### src/pfs_defs.svh
/*
 * Constants of the flash erase and write sequencer: register offsets,
 * control bit positions, unlock keys, reset values and timing counts.
 * Assumes a 100 MHz system clock and a 32-bit classic Wishbone bus.
 */
`ifndef PFS_DEFS_SVH
`define PFS_DEFS_SVH

// Register byte offsets, one aligned word each.
`define PFS_OFS_CTRL    8'h00
`define PFS_OFS_KEY     8'h04
`define PFS_OFS_ADR_LO  8'h08
`define PFS_OFS_ADR_HI  8'h0C
`define PFS_OFS_DAT_LO  8'h10
`define PFS_OFS_DAT_HI  8'h14
`define PFS_OFS_STATUS  8'h18

// Bit positions in the control register.
`define PFS_B_RD    0
`define PFS_B_WR    1
`define PFS_B_WRITE_ENABLE_GATE  2
`define PFS_B_WERR  3
`define PFS_B_LATCH_ONLY_LOAD  4
`define PFS_B_FREE  5
`define PFS_B_REGS  6

// Bit positions in the status register.
`define PFS_B_DONE  0
`define PFS_B_IE    1

// Unlock keys and blank latch value.
`define PFS_KEY1    8'h55
`define PFS_KEY2    8'hAA
`define PFS_BLANK   14'h3FFF
`define PFS_LAST_IDX 5'h1F

// Timing: clock period and operation times in ns, counts rounded up.
`define PFS_CLK_NS      10
`define PFS_T_ERASE_NS  20000
`define PFS_T_WORD_NS   2500
`define PFS_ERASE_CYC   ((`PFS_T_ERASE_NS + `PFS_CLK_NS - 1) / `PFS_CLK_NS)
`define PFS_WORD_CYC    ((`PFS_T_WORD_NS + `PFS_CLK_NS - 1) / `PFS_CLK_NS)

`endif

### src/pfs_pkg.sv
/*
 * Types of the flash erase and write sequencer.
 * Assumes nothing beyond a SystemVerilog compiler.
 */
package pfs_pkg;

  // Operation sequencer states.
  typedef enum logic [2:0] {
    ST_IDLE, ST_RD, ST_RDCAP, ST_ERASE, ST_EWAIT, ST_PROG, ST_PWAIT
  } pfs_state_t;

  // Unlock key detector states.
  typedef enum logic [1:0] {
    KEY_IDLE, KEY_ONE, KEY_TWO
  } pfs_key_t;

endpackage : pfs_pkg

### src/pfs_sequencer.sv
/*
 * Flash erase and write sequencer with unlock keys, write latches,
 * auxiliary space selection and completion flag, on classic Wishbone.
 * Assumes single-cycle flash read data and same-clock control inputs.
 */
// Functional notes
// - Arm by key 55h, then key AAh, then write_initiate, in that order.
// - Act only on an unbroken sequence; an abort cancels it and sets the write error flag.
// - Erase, commit and latch load all need the unlock sequence.
// - Stall the processor until the erase or write has finished.
// - Erase only whole rows; writing never erases implicitly.
// - A protected address clears write_initiate and skips an erase or commit; a latch-only load still loads.
// - Erase completion sets the done flag; interrupt only when enabled.
// - Erase leaves latch contents and write_enable_gate unchanged.
// - Upper eleven address bits pick the row, lowest five the latch.
// - Every completed write returns all latches to blank 3FFFh.
// - With latch_only_load set, unlock only loads the addressed latch.
// - With latch_only_load clear, load the last word and program the row.
// - One programming operation writes at most thirty-two words.
// - Partial rows allowed; unloaded latches program as blank.
// - config_space_select maps accesses to the space with bit 15 set.
// - Reads outside valid auxiliary ranges clear the data pair to zero.
// - Write error flag on protected write, reset mid-write, broken unlock.
// - A row is thirty-two fourteen-bit words, the smallest erase unit.
// - read_initiate fetches the word next cycle, then clears itself.
`timescale 1ns/1ps
`include "pfs_defs.svh"

module pfs_sequencer (
  input  wire logic        clk_sys,     // System clock, 100 MHz.
  input  wire logic        rst,         // Synchronous reset, active high.
  input  wire logic        wb_cyc_i,    // Wishbone cycle.
  input  wire logic        wb_stb_i,    // Wishbone strobe.
  input  wire logic        wb_we_i,     // Wishbone write.
  input  wire logic [7:0]  wb_adr_i,    // Wishbone byte address.
  input  wire logic [3:0]  wb_sel_i,    // Wishbone byte enables.
  input  wire logic [31:0] wb_dat_i,    // Wishbone write data.
  output logic      [31:0] wb_dat_o,    // Wishbone read data.
  output logic             wb_ack_o,    // Wishbone acknowledge.
  input  wire logic        seq_abort,   // Interrupt or halt hit the CPU.
  input  wire logic        write_protect, // Program space write-protected.
  output logic             flash_rd_en, // Flash read strobe.
  output logic             flash_erase, // Flash row erase strobe.
  output logic             flash_prog,  // Flash word program strobe.
  output logic      [15:0] flash_addr,  // Flash word address.
  output logic      [13:0] flash_wdata, // Flash program data.
  input  wire logic [13:0] flash_rdata, // Flash read data, one cycle late.
  output logic             cpu_stall,   // Processor stall.
  output logic             nvm_irq      // Completion interrupt.
);

  ////////////////////////////////////////////////////////////////////////
  // Declarations.

  pfs_pkg::pfs_state_t state_q, state_d;
  pfs_pkg::pfs_key_t   key_q;
  logic        rd_q, wr_q, write_enable_gate_q, werr_q, latch_only_load_q, free_q, regs_q;
  logic [7:0]  adr_lo_q, dat_lo_q;
  logic [6:0]  adr_hi_q;
  logic [5:0]  dat_hi_q;
  logic        done_q, ie_q;
  logic [4:0]  idx_q, idx_d;
  logic [15:0] addr16;
  logic [13:0] lat_rdata;
  logic        acc, wr_acc, ctrl_wr, key_wr;
  logic [7:0]  wbyte;
  logic        go, go_bad, go_erase, go_load, go_prog, rd_go;
  logic        done_set, tmr_done, tmr_start, lat_clr, op_end;
  logic [15:0] tmr_cycles;

  // Program space has bit 15 clear and ends at 3FFFh.
  function automatic logic in_pfm(input logic [15:0] a);
    return !a[15] && !a[14];
  endfunction : in_pfm

  // Auxiliary words that accept self-writes: user IDs and config words.
  function automatic logic aux_wr_ok(input logic [15:0] a);
    return (a >= 16'h8000 && a <= 16'h8003) ||
           (a >= 16'h8007 && a <= 16'h800B);
  endfunction : aux_wr_ok

  // Auxiliary words that hold readable data.
  function automatic logic aux_rd_ok(input logic [15:0] a);
    return aux_wr_ok(a) || (a >= 16'h8005 && a <= 16'h8006) ||
           (a >= 16'h8100 && a <= 16'h82FF);
  endfunction : aux_rd_ok

  ////////////////////////////////////////////////////////////////////////
  // Bus decode.

  // A request is taken in its first cycle; ack follows one cycle later.
  assign acc     = wb_cyc_i && wb_stb_i && !wb_ack_o;
  assign wr_acc  = acc && wb_we_i && wb_sel_i[0];
  assign wbyte   = wb_dat_i[7:0];
  assign ctrl_wr = wr_acc && wb_adr_i == `PFS_OFS_CTRL;
  assign key_wr  = wr_acc && wb_adr_i == `PFS_OFS_KEY;
  assign addr16  = {regs_q, adr_hi_q, adr_lo_q};

  // Start of a write action: armed keys, gate set, sequencer free.
  assign go = ctrl_wr && wbyte[`PFS_B_WR] && wbyte[`PFS_B_WRITE_ENABLE_GATE] &&
              key_q == pfs_pkg::KEY_TWO && !seq_abort &&
              state_q == pfs_pkg::ST_IDLE;
  // Protected or read-only targets refuse erase and commit.
  assign go_bad = (in_pfm(addr16) && write_protect) ||
                  !(in_pfm(addr16) || aux_wr_ok(addr16));
  assign go_erase = go && wbyte[`PFS_B_FREE] && !go_bad;
  assign go_load  = go && !wbyte[`PFS_B_FREE] &&
                    (wbyte[`PFS_B_LATCH_ONLY_LOAD] || !go_bad);
  assign go_prog  = go_load && !wbyte[`PFS_B_LATCH_ONLY_LOAD];
  assign rd_go    = ctrl_wr && wbyte[`PFS_B_RD] && !go &&
                    state_q == pfs_pkg::ST_IDLE;
  assign op_end   = tmr_done && (state_q == pfs_pkg::ST_EWAIT ||
                    (state_q == pfs_pkg::ST_PWAIT && idx_q == `PFS_LAST_IDX));
  assign done_set = op_end;
  assign lat_clr  = op_end && state_q == pfs_pkg::ST_PWAIT;

  ////////////////////////////////////////////////////////////////////////
  // Bus slave.

  // Acknowledge every request once and return registered read data.
  always_ff @(posedge clk_sys) begin
    if (rst) begin
      wb_ack_o <= 1'b0;
      wb_dat_o <= 32'h0000_0000;
    end else begin
      wb_ack_o <= acc;
      wb_dat_o <= 32'h0000_0000;
      if (acc && !wb_we_i) begin
        unique case (wb_adr_i)
          `PFS_OFS_CTRL:   wb_dat_o[6:0] <= {regs_q, free_q, latch_only_load_q, werr_q,
                                             write_enable_gate_q, wr_q, rd_q};
          `PFS_OFS_ADR_LO: wb_dat_o[7:0] <= adr_lo_q;
          `PFS_OFS_ADR_HI: wb_dat_o[6:0] <= adr_hi_q;
          `PFS_OFS_DAT_LO: wb_dat_o[7:0] <= dat_lo_q;
          `PFS_OFS_DAT_HI: wb_dat_o[5:0] <= dat_hi_q;
          `PFS_OFS_STATUS: wb_dat_o[1:0] <= {ie_q, done_q};
          default:         wb_dat_o <= 32'h0000_0000;
        endcase
      end
    end
  end

  ////////////////////////////////////////////////////////////////////////
  // Unlock key detector.

  // Track 55h then AAh; any other write or an abort restarts detection.
  always_ff @(posedge clk_sys) begin
    if (rst) begin
      key_q <= pfs_pkg::KEY_IDLE;
    end else if (seq_abort) begin
      key_q <= pfs_pkg::KEY_IDLE;
    end else if (key_wr) begin
      unique case (key_q)
        pfs_pkg::KEY_IDLE: key_q <= (wbyte == `PFS_KEY1) ?
                                    pfs_pkg::KEY_ONE : pfs_pkg::KEY_IDLE;
        pfs_pkg::KEY_ONE:  key_q <= (wbyte == `PFS_KEY2) ?
                                    pfs_pkg::KEY_TWO : pfs_pkg::KEY_IDLE;
        pfs_pkg::KEY_TWO:  key_q <= pfs_pkg::KEY_IDLE;
        default:           key_q <= pfs_pkg::KEY_IDLE;
      endcase
    end else if (wr_acc) begin
      key_q <= pfs_pkg::KEY_IDLE;
    end
  end

  ////////////////////////////////////////////////////////////////////////
  // Control register.

  // Software bits follow writes made while idle; hardware clears rd and wr on completion.
  always_ff @(posedge clk_sys) begin
    if (rst) begin
      rd_q   <= 1'b0;
      wr_q   <= 1'b0;
      write_enable_gate_q <= 1'b0;
      latch_only_load_q <= 1'b0;
      free_q <= 1'b0;
      regs_q <= 1'b0;
    end else begin
      if (ctrl_wr && state_q == pfs_pkg::ST_IDLE) begin
        write_enable_gate_q <= wbyte[`PFS_B_WRITE_ENABLE_GATE];
        latch_only_load_q <= wbyte[`PFS_B_LATCH_ONLY_LOAD];
        free_q <= wbyte[`PFS_B_FREE];
        regs_q <= wbyte[`PFS_B_REGS];
      end
      if (rd_go) begin
        rd_q <= 1'b1;
      end else if (state_q == pfs_pkg::ST_RDCAP) begin
        rd_q <= 1'b0;
      end
      if (go_erase || go_prog) begin
        wr_q <= 1'b1;
      end else if (op_end) begin
        wr_q <= 1'b0;
      end
    end
  end

  // Error flag: a reset during a running write leaves it set.
  always_ff @(posedge clk_sys) begin
    if (rst) begin
      werr_q <= wr_q;
    end else if ((seq_abort && key_q != pfs_pkg::KEY_IDLE) ||
                 (go && !go_erase && !go_load)) begin
      werr_q <= 1'b1;
    end else if (ctrl_wr) begin
      werr_q <= wbyte[`PFS_B_WERR];
    end
  end

  ////////////////////////////////////////////////////////////////////////
  // Address, data and status registers.

  // Read capture wins over software writes to the data pair.
  always_ff @(posedge clk_sys) begin
    if (rst) begin
      adr_lo_q <= 8'h00;
      adr_hi_q <= 7'h00;
      dat_lo_q <= 8'h00;
      dat_hi_q <= 6'h00;
    end else begin
      if (wr_acc && wb_adr_i == `PFS_OFS_ADR_LO) adr_lo_q <= wbyte;
      if (wr_acc && wb_adr_i == `PFS_OFS_ADR_HI) adr_hi_q <= wbyte[6:0];
      if (state_q == pfs_pkg::ST_RDCAP) begin
        if (in_pfm(addr16) || aux_rd_ok(addr16)) begin
          {dat_hi_q, dat_lo_q} <= flash_rdata;
        end else begin
          {dat_hi_q, dat_lo_q} <= 14'h0000;
        end
      end else begin
        if (wr_acc && wb_adr_i == `PFS_OFS_DAT_LO) dat_lo_q <= wbyte;
        if (wr_acc && wb_adr_i == `PFS_OFS_DAT_HI) dat_hi_q <= wbyte[5:0];
      end
    end
  end

  // Done flag: hardware set wins over a software clear in the same cycle.
  always_ff @(posedge clk_sys) begin
    if (rst) begin
      done_q <= 1'b0;
      ie_q   <= 1'b0;
    end else begin
      if (done_set) begin
        done_q <= 1'b1;
      end else if (wr_acc && wb_adr_i == `PFS_OFS_STATUS) begin
        done_q <= wbyte[`PFS_B_DONE];
      end
      if (wr_acc && wb_adr_i == `PFS_OFS_STATUS) ie_q <= wbyte[`PFS_B_IE];
    end
  end

  ////////////////////////////////////////////////////////////////////////
  // Operation sequencer.

  // Next state and latch index for read, erase and row programming.
  always_comb begin
    state_d = state_q;
    idx_d   = idx_q;
    unique case (state_q)
      pfs_pkg::ST_IDLE: begin
        idx_d = 5'h00;
        if (go_erase) state_d = pfs_pkg::ST_ERASE;
        else if (go_prog) state_d = pfs_pkg::ST_PROG;
        else if (rd_go) state_d = pfs_pkg::ST_RD;
      end
      pfs_pkg::ST_RD:    state_d = pfs_pkg::ST_RDCAP;
      pfs_pkg::ST_RDCAP: state_d = pfs_pkg::ST_IDLE;
      pfs_pkg::ST_ERASE: state_d = pfs_pkg::ST_EWAIT;
      pfs_pkg::ST_EWAIT: if (tmr_done) state_d = pfs_pkg::ST_IDLE;
      pfs_pkg::ST_PROG:  state_d = pfs_pkg::ST_PWAIT;
      pfs_pkg::ST_PWAIT: begin
        if (tmr_done) begin
          if (idx_q == `PFS_LAST_IDX) begin
            state_d = pfs_pkg::ST_IDLE;
          end else begin
            state_d = pfs_pkg::ST_PROG;
            idx_d   = idx_q + 5'h01;
          end
        end
      end
    endcase
  end

  // State and index registers.
  always_ff @(posedge clk_sys) begin
    if (rst) begin
      state_q <= pfs_pkg::ST_IDLE;
      idx_q   <= 5'h00;
    end else begin
      state_q <= state_d;
      idx_q   <= idx_d;
    end
  end

  // Flash strobes, address and data, registered from the next state.
  always_ff @(posedge clk_sys) begin
    if (rst) begin
      flash_rd_en <= 1'b0;
      flash_erase <= 1'b0;
      flash_prog  <= 1'b0;
      flash_addr  <= 16'h0000;
      flash_wdata <= `PFS_BLANK;
      cpu_stall   <= 1'b0;
      nvm_irq     <= 1'b0;
    end else begin
      flash_rd_en <= state_d == pfs_pkg::ST_RD;
      flash_erase <= state_d == pfs_pkg::ST_ERASE;
      flash_prog  <= state_d == pfs_pkg::ST_PROG;
      flash_addr  <= (state_d == pfs_pkg::ST_PROG) ?
                     {addr16[15:5], idx_d} : {addr16[15:5], 5'h00};
      // The read address takes the space bit written with read_initiate.
      if (state_d == pfs_pkg::ST_RD) begin
        flash_addr <= {wbyte[`PFS_B_REGS], adr_hi_q, adr_lo_q};
      end
      // The final word bypasses its latch, which loads at this same edge.
      flash_wdata <= (go_load && adr_lo_q[4:0] == idx_d) ?
                     {dat_hi_q, dat_lo_q} : lat_rdata;
      cpu_stall   <= state_d != pfs_pkg::ST_IDLE;
      nvm_irq     <= (done_q || done_set) && ie_q;
    end
  end

  assign tmr_start  = state_q == pfs_pkg::ST_ERASE ||
                      state_q == pfs_pkg::ST_PROG;
  assign tmr_cycles = (state_q == pfs_pkg::ST_ERASE) ?
                      16'(`PFS_ERASE_CYC) : 16'(`PFS_WORD_CYC);

  // Programming timer for erase and per-word write times.
  pfs_op_timer u_timer (
    .clk_sys (clk_sys),
    .rst     (rst),
    .start   (tmr_start),
    .cycles  (tmr_cycles),
    .done    (tmr_done)
  );

  // Write latches: loaded by every armed latch load and by each commit that is not refused.
  pfs_latch_bank u_latch (
    .clk_sys (clk_sys),
    .rst     (rst),
    .we      (go_load),
    .widx    (adr_lo_q[4:0]),
    .wdata   ({dat_hi_q, dat_lo_q}),
    .clr     (lat_clr),
    .ridx    (idx_d),
    .rdata   (lat_rdata)
  );

  logic [5:0] prog_cnt_q;

  // Counts program strobes within one row operation.
  always_ff @(posedge clk_sys) begin
    if (rst || state_q == pfs_pkg::ST_IDLE) prog_cnt_q <= 6'h00;
    else if (flash_prog) prog_cnt_q <= prog_cnt_q + 6'h01;
  end
endmodule : pfs_sequencer

### src/pfs_op_timer.sv
/*
 * Programming timer: counts a loaded number of cycles and pulses done.
 * Assumes a synchronous active-high reset on the system clock.
 */
`timescale 1ns/1ps

module pfs_op_timer (
  input  wire logic        clk_sys, // System clock.
  input  wire logic        rst,     // Synchronous reset, active high.
  input  wire logic        start,   // Load pulse.
  input  wire logic [15:0] cycles,  // Cycles until done, at least one.
  output logic             done     // One-cycle pulse at expiry.
);

  logic [15:0] cnt_q;
  logic        run_q;

  // Count down after a start and pulse done when the count runs out.
  always_ff @(posedge clk_sys) begin
    if (rst) begin
      cnt_q <= 16'h0000;
      run_q <= 1'b0;
      done  <= 1'b0;
    end else if (start) begin
      cnt_q <= cycles;
      run_q <= 1'b1;
      done  <= 1'b0;
    end else if (run_q && cnt_q <= 16'h0001) begin
      run_q <= 1'b0;
      done  <= 1'b1;
    end else begin
      cnt_q <= run_q ? cnt_q - 16'h0001 : cnt_q;
      done  <= 1'b0;
    end
  end

endmodule : pfs_op_timer

### src/pfs_latch_bank.sv
/*
 * Bank of 32 write latches of 14 bits for one flash row.
 * Assumes a synchronous active-high reset on the system clock.
 */
`timescale 1ns/1ps
`include "pfs_defs.svh"

module pfs_latch_bank (
  input  wire logic        clk_sys, // System clock.
  input  wire logic        rst,     // Synchronous reset, active high.
  input  wire logic        we,      // Load one latch.
  input  wire logic [4:0]  widx,    // Latch to load.
  input  wire logic [13:0] wdata,   // Word to load.
  input  wire logic        clr,     // Return every latch to blank.
  input  wire logic [4:0]  ridx,    // Latch to read.
  output logic      [13:0] rdata    // Word read, combinational.
);

  logic [13:0] mem_q [32];

  // Load one latch, or blank them all; blanking takes priority.
  always_ff @(posedge clk_sys) begin
    for (int i = 0; i < 32; i++) begin
      if (rst || clr) begin
        mem_q[i] <= `PFS_BLANK;
      end else if (we && widx == 5'(i)) begin
        mem_q[i] <= wdata;
      end
    end
  end

  assign rdata = mem_q[ridx];
endmodule : pfs_latch_bank

### config.mk
export PLATFORM = sky130hd
export DESIGN_NAME = pfs_sequencer
export DESIGN_NICKNAME = d
export VERILOG_FILES = /design/src/pfs_pkg.sv /design/src/pfs_sequencer.sv /design/src/pfs_op_timer.sv /design/src/pfs_latch_bank.sv
export VERILOG_INCLUDE_DIRS = /design/src
export SDC_FILE = /design/constraint.sdc
export NUM_CORES = 1
export LEC_CHECK = 0
export BUFFER_PORTS_ARGS = -buffer_cell sky130_fd_sc_hd__buf_2
export CELL_PAD_IN_SITES_DETAIL_PLACEMENT = 0
export CELL_PAD_IN_SITES_GLOBAL_PLACEMENT = 1
export CORE_AREA = 8 8 250 252
export CTS_BUF_LIST = sky130_fd_sc_hd__clkbuf_4 sky130_fd_sc_hd__clkbuf_8
export DETAILED_ROUTE_END_ITERATION = 8
export DIE_AREA = 0 0 258 260
export GPL_ROUTABILITY_DRIVEN = 0
export GPL_TIMING_DRIVEN = 0
export PLACE_DENSITY = 0.77
export SETUP_SLACK_MARGIN = 0.3
export SYNTH_ARGS = -nofsm -noshare
export SYNTH_HDL_FRONTEND = slang
export SYNTH_SLANG_ARGS = --single-unit
### constraint.sdc
create_clock -name clk_sys -period 6.4 [get_ports clk_sys]
set_clock_uncertainty 0.2 [all_clocks]
set_input_delay 0.32 -clock clk_sys [delete_from_list [all_inputs] [get_ports clk_sys]]
set_output_delay 0.32 -clock clk_sys [all_outputs]
set_load 0.03 [all_outputs]
Word level (Yosys, flattened, before mapping)
Memory sizes are Yosys's and may differ from the RTL's. A register that Yosys moved wholly into a read port is not among the register bits.
Cells that the tools add are included.
- shifts and indexed selects: 0
- bitwise logic cells: 33
- reductions and logical operators: 116
- multipliers: 0
- eq/ne operators: 52
- div/mod/pow operators: 0
- add/sub/neg operators: 2
- magnitude comparators: 9
- mux-type cells: 173
- operators by type and width (operator ; number):
    $mux 14 ; 32
    $mux 1 ; 111
    $eq 5x5->1 const B ; 17
    $logic_and 1x1->1 ; 72
    $ge 16x16->1 const B ; 4
    $le 16x16->1 const B ; 4
    $mux 16 ; 4
    $eq 5x4->1 const B ; 8
    $or 1x1->1 ; 32
    $eq 8x5->1 const B ; 3
    $mux 8 ; 3
    $pmux 3 s7 ; 1
    $eq 5x3->1 const B ; 4
    $pmux 4 s5 ; 1
    $mux 3 ; 6
    $mux 6 ; 3
    $reduce_bool 2->1 ; 9
    $eq 8x4->1 const B ; 2
    $le 16x1->1 const B ; 1
    $sub 16x1->16 const B ; 1
    $mux 5 ; 3
    $logic_or 1x1->1 ; 13
    $eq 3x3->1 const B ; 4
    $logic_not 1->1 ; 12
    26 further kinds ; 35
- word-level logic and storage cells: 414
- bits in latches: 0
- input bits: 65
- bits in read-only memories: 0
- bits in writable memories: 448
- register bits: 120
- output and inout bits: 68
- memories kept: 1
- memory list (name ; depth ; width ; rd ports ; clocked after Yosys merged registers in ; wr ports ; RTL line ; source):
    u_latch.mem_q ; 32 ; 14 ; 1 ; 1 ; 32 ; pfs_latch_bank.sv:19 ; logic [13:0] mem_q [32];

Logic depth before layout (Yosys ltp)
- depth after elaboration: 20
- mapped depth: 13
- gate-level depth less buffers: 9

Modules after synthesis
A second synthesis with hierarchy kept.
- cell total of the unflattened synthesis: 2244
- area, all modules: 26719.4 µm²
- modules (own cells, without submodules) (module ; instances ; area each (µm²) ; cells each ; seq. area each (µm²)):
    pfs_latch_bank ; 1 ; 21096.5 ; 1597 ; 13452.9
    pfs_sequencer ; 1 ; 4425.5 ; 501 ; 1851.8
    pfs_op_timer ; 1 ; 1197.4 ; 146 ; 360.3

Least setup slack after synthesis
Ideal clock, no wire load.
- path kind: register -> register
- start: reg, netlist name adr_lo_q[0]
- end: reg flash_wdata[0], read port of u_latch.mem_q
- stages on the path, launching flop included: 10
- setup slack: 2.634 ns
- library setup time: 0.060 ns
- period minus slack after synthesis: 3.766 ns
- required time: 6.140 ns
- arrival time: 3.506 ns
- path buffers: 1
- path through: dfxtp_1 > or4_1 > clkbuf_1 > a2111oi_0 > nand4_1 > o21ai_0 > nand3_1 > and3_1 > o31ai_1 > and3_1
- RTL lines (element ; RTL line ; source):
    to (decl) ; pfs_sequencer.sv:46 ; output logic [13:0] flash_wdata,

==> flow_summary.toml <==
[worst_setup_path]
cpMostUsedCell = "buf_4"
critPathBufInv = 5
cp_slowest_cell = "nor3_1"
r2r_cells = 8
critical_path.max_stage_delay_ns = 1.03
critPathCaptureType = "flip-flop"
critPathTopFamily = "simple AND/OR/NAND/NOR gates"
path_max_fanout = 10
worstPathArrival_ns = 5.16
crit_chain = "dlygate4sd3_1, buf_2, or4_4, nor4_4, buf_4, nand3_1, nor3_1, nand2_1, clkbuf_1, o21ai_1, buf_4"
cp.required_ns = 6.60
crit_cells = 11
start_kind = "input port"
crit_type = "input port to flip-flop"

[routing]
routed_via_density = 6.31
vias = 21809
wire_per_inst_um = 30.1
drt_iter0_markers = 3819
first_pass_iters = 8
detail-route-antenna-nets = 0
drt_wl_total_um = 104000
post-route-drc-count = 0

[grt]
grtUsageTotal_pct = 30.1
antenna_found_initial = 5
grt_max_degree = 15
grt_pass1_wl_um = 146000
grt_pass1_vias = 20575
overflow = 0

[pwr]
power_density_nw_per_um2 = 261
vdd_drop_max_mv = 0.164
p_leak_nw = 10.5

[synth]
ys_top_cells_by_area = "edfxtp_1, dfxtp_1, or3_1"
synthCells = 2354
synth_edf_count = 449
synth_ff_type = "edfxtp_1"
synth.most_common_cell = "edfxtp_1"
yosys_warnings = 0
ys_seq_elements = 558
synth_top_area_share_pct = 51.8
avgSynthCellArea_um2 = 11.1
yosysTopAreaCell = "edfxtp_1"
yosysUniqueCellTypes = 77
async_flop_share_pct = 0
seq_area_frac_synth_pct = 60.2
syn_area_um2 = 26000
synth_common_cells = "edfxtp_1, nand2_1, or3_1, clkbuf_1, or2_2"

[clock_tree]
clk_latency_ns = 0.74
cts_hold_buf = 39
cts_num_sinks = 558
cts.htree.levels = 3
cts_root_buffer = "clkbuf_8"
cts_buffers = 94
cts_setup_buffers = 0
cts_tree = "done"
clk_pin_slew_worst_paths_ns = 0.06
cts_resized = 0
clk_path_buf_depth = 3

[sta]
tns_ns = 0
setup_viol = 0
post-route-period-util_pct = 77.6
hold_viol_final = 0
worst_slew_pin_slew_ns = 1.53
post-route-min-period_ns = 4.96
clock.fmax_mhz = 201
slew_viol_final = 9
relSlewSlack_pct = -2.13
rsz0062_at_grt = "no"

[final_layout]
seqCellArea_um2 = 15700
syn2layout_area_growth_pct = 15.9
fill_cells = 5170
utilization_pct = 51.6
drive_gt1_share_pct = 19.3
nNetsFinal = 2672
final_cells = 3459
multi_input_area_um2 = 9410

[min_path]
hold_depth = 5
hold_path.class = "input port to flip-flop"

[floorplan]
rows = 89
dieArea_um2 = 67100
die_w_um = 258
die_h_um = 260
num_io_pins = 133
start_util_pct = 44.5
core_area_um2 = 58500

[place]
io_buffer_count = 75
dp_hpwl_um = 73800
dp_cells = 3242

[run_status]
status = "finished, violations left"
violations = "max-capacitance violations, max-slew violations"

[run]
max_cap_viol_count = 2
[metrics by stage]
step           area (um2)  hold WS, ns  setup WS, ns  power (mW)
6_report            30200       0.0520          1.44        7.87
5_1_grt             30100       0.0791          1.37        8.04
4_1_cts             30100       0.0101          1.65        7.84
3_5_place_dp        27700        0.270          1.43        4.42
3_3_place_gp        27500        0.263        0.0725        4.40
2_1_floorplan       26100        0.199          2.63        4.30
[cells in the final DEF, fill, tap and decap left out, types with 20 or more instances in the layout]
cell	netlist	layout
o22ai_1	21	21
nor2_1	77	77
or2_1	98	98
nand3_1	114	114
edfxtp_1	449	449
o21ai_0	55	23
dfxtp_1	109	109
o21ai_2	0	21
nand2_1	338	338
or2_2	117	117
buf_2	38	113
conb_1	1	24
dlygate4sd3_1	0	39
mux2i_1	73	73
nor3_1	29	29
clkbuf_1	151	151
or3_1	236	236
a21oi_1	73	73
nand4_1	42	42
a31oi_1	20	20
nor2b_1	20	20
buf_4	32	40
clkbuf_8	0	112
a221oi_1	24	24
clkbuf_4	0	44
[final timing paths]
| path | slack [ns] | startpoint | to |
|---|---|---|---|
| setup reg to reg | 1.49 | adr_lo_q[7] | u_latch.mem_q[25][7] |
| hold reg to reg | 0.29 | rd_q | rd_q |
| hold / removal | 0.05 | wb_sel_i[0] | key_q[1] |
| setup / recovery | 1.44 | wb_adr_i[3] | u_latch.mem_q[25][7] |
[sequential cells by signal, indices dropped and copies added (netlist names), 2 cells and up]
| name | count |
|---|---|
| flash_wdata | 14 |
| key_q | 2 |
| adr_lo_q | 8 |
| idx_q | 5 |
| state_q | 3 |
| u_timer.cnt_q | 16 |
| wb_dat_o | 8 |
| adr_hi_q | 7 |
| flash_addr | 16 |
| u_latch.mem_q | 448 |
| dat_hi_q | 6 |
| dat_lo_q | 8 |
[layout make-up]
type	count	area share [%]
Sequential cell	558	52.0
Clock buffer	156	6.21
Tap cell	773	3.21
Buffer	237	3.57
Clock inverter	20	0.602
Multi-Input combinational cell	1572	31.2
Inverter	10	0.124
Timing Repair Buffer	131	3.11
Antenna cell	2	0.0166
[worst min-delay path: stages]
cell,delay (ns)
buf_2,0.11
nand2_1,0.13
or2_2,0.16
a21oi_1,0.06
nor3_1,0.13
[power breakdown]
| part | switching, mW | total (mW) | leakage (nW) | internal (mW) |
|---|---|---|---|---|
| registers | 0.0535 | 4.10 | 5.36 | 4.05 |
| logic | 0.185 | 0.268 | 4.08 | 0.0823 |
| clock network | 1.54 | 3.50 | 1.10 | 1.97 |
[cell families after synthesis]
kind of cell	share of synthesized area, %
AO/OA/AOI/OAI	7.05
adder cells (fa/ha/maj)	0.144
buffers and inverters	4.28
multiplexers	4.37
flip-flops	60.2
XOR/XNOR	0.438
other	0.0144
AND/OR/NAND/NOR	23.5
[layer usage]
layer | wire, um | global-route usage, % | share of wire (%) | up-vias
li1 | - | - | - | 9060
met1 | 37600 | 38.7 | 36 | 10501
met2 | 42500 | 42.2 | 41 | 1846
met3 | 16700 | 12.0 | 16 | 398
met4 | 7290 | 18.5 | 7.0 | 4
met5 | 21 | 0 | 0.020 | -
Note: power is estimated with default switching activity, not from simulation.
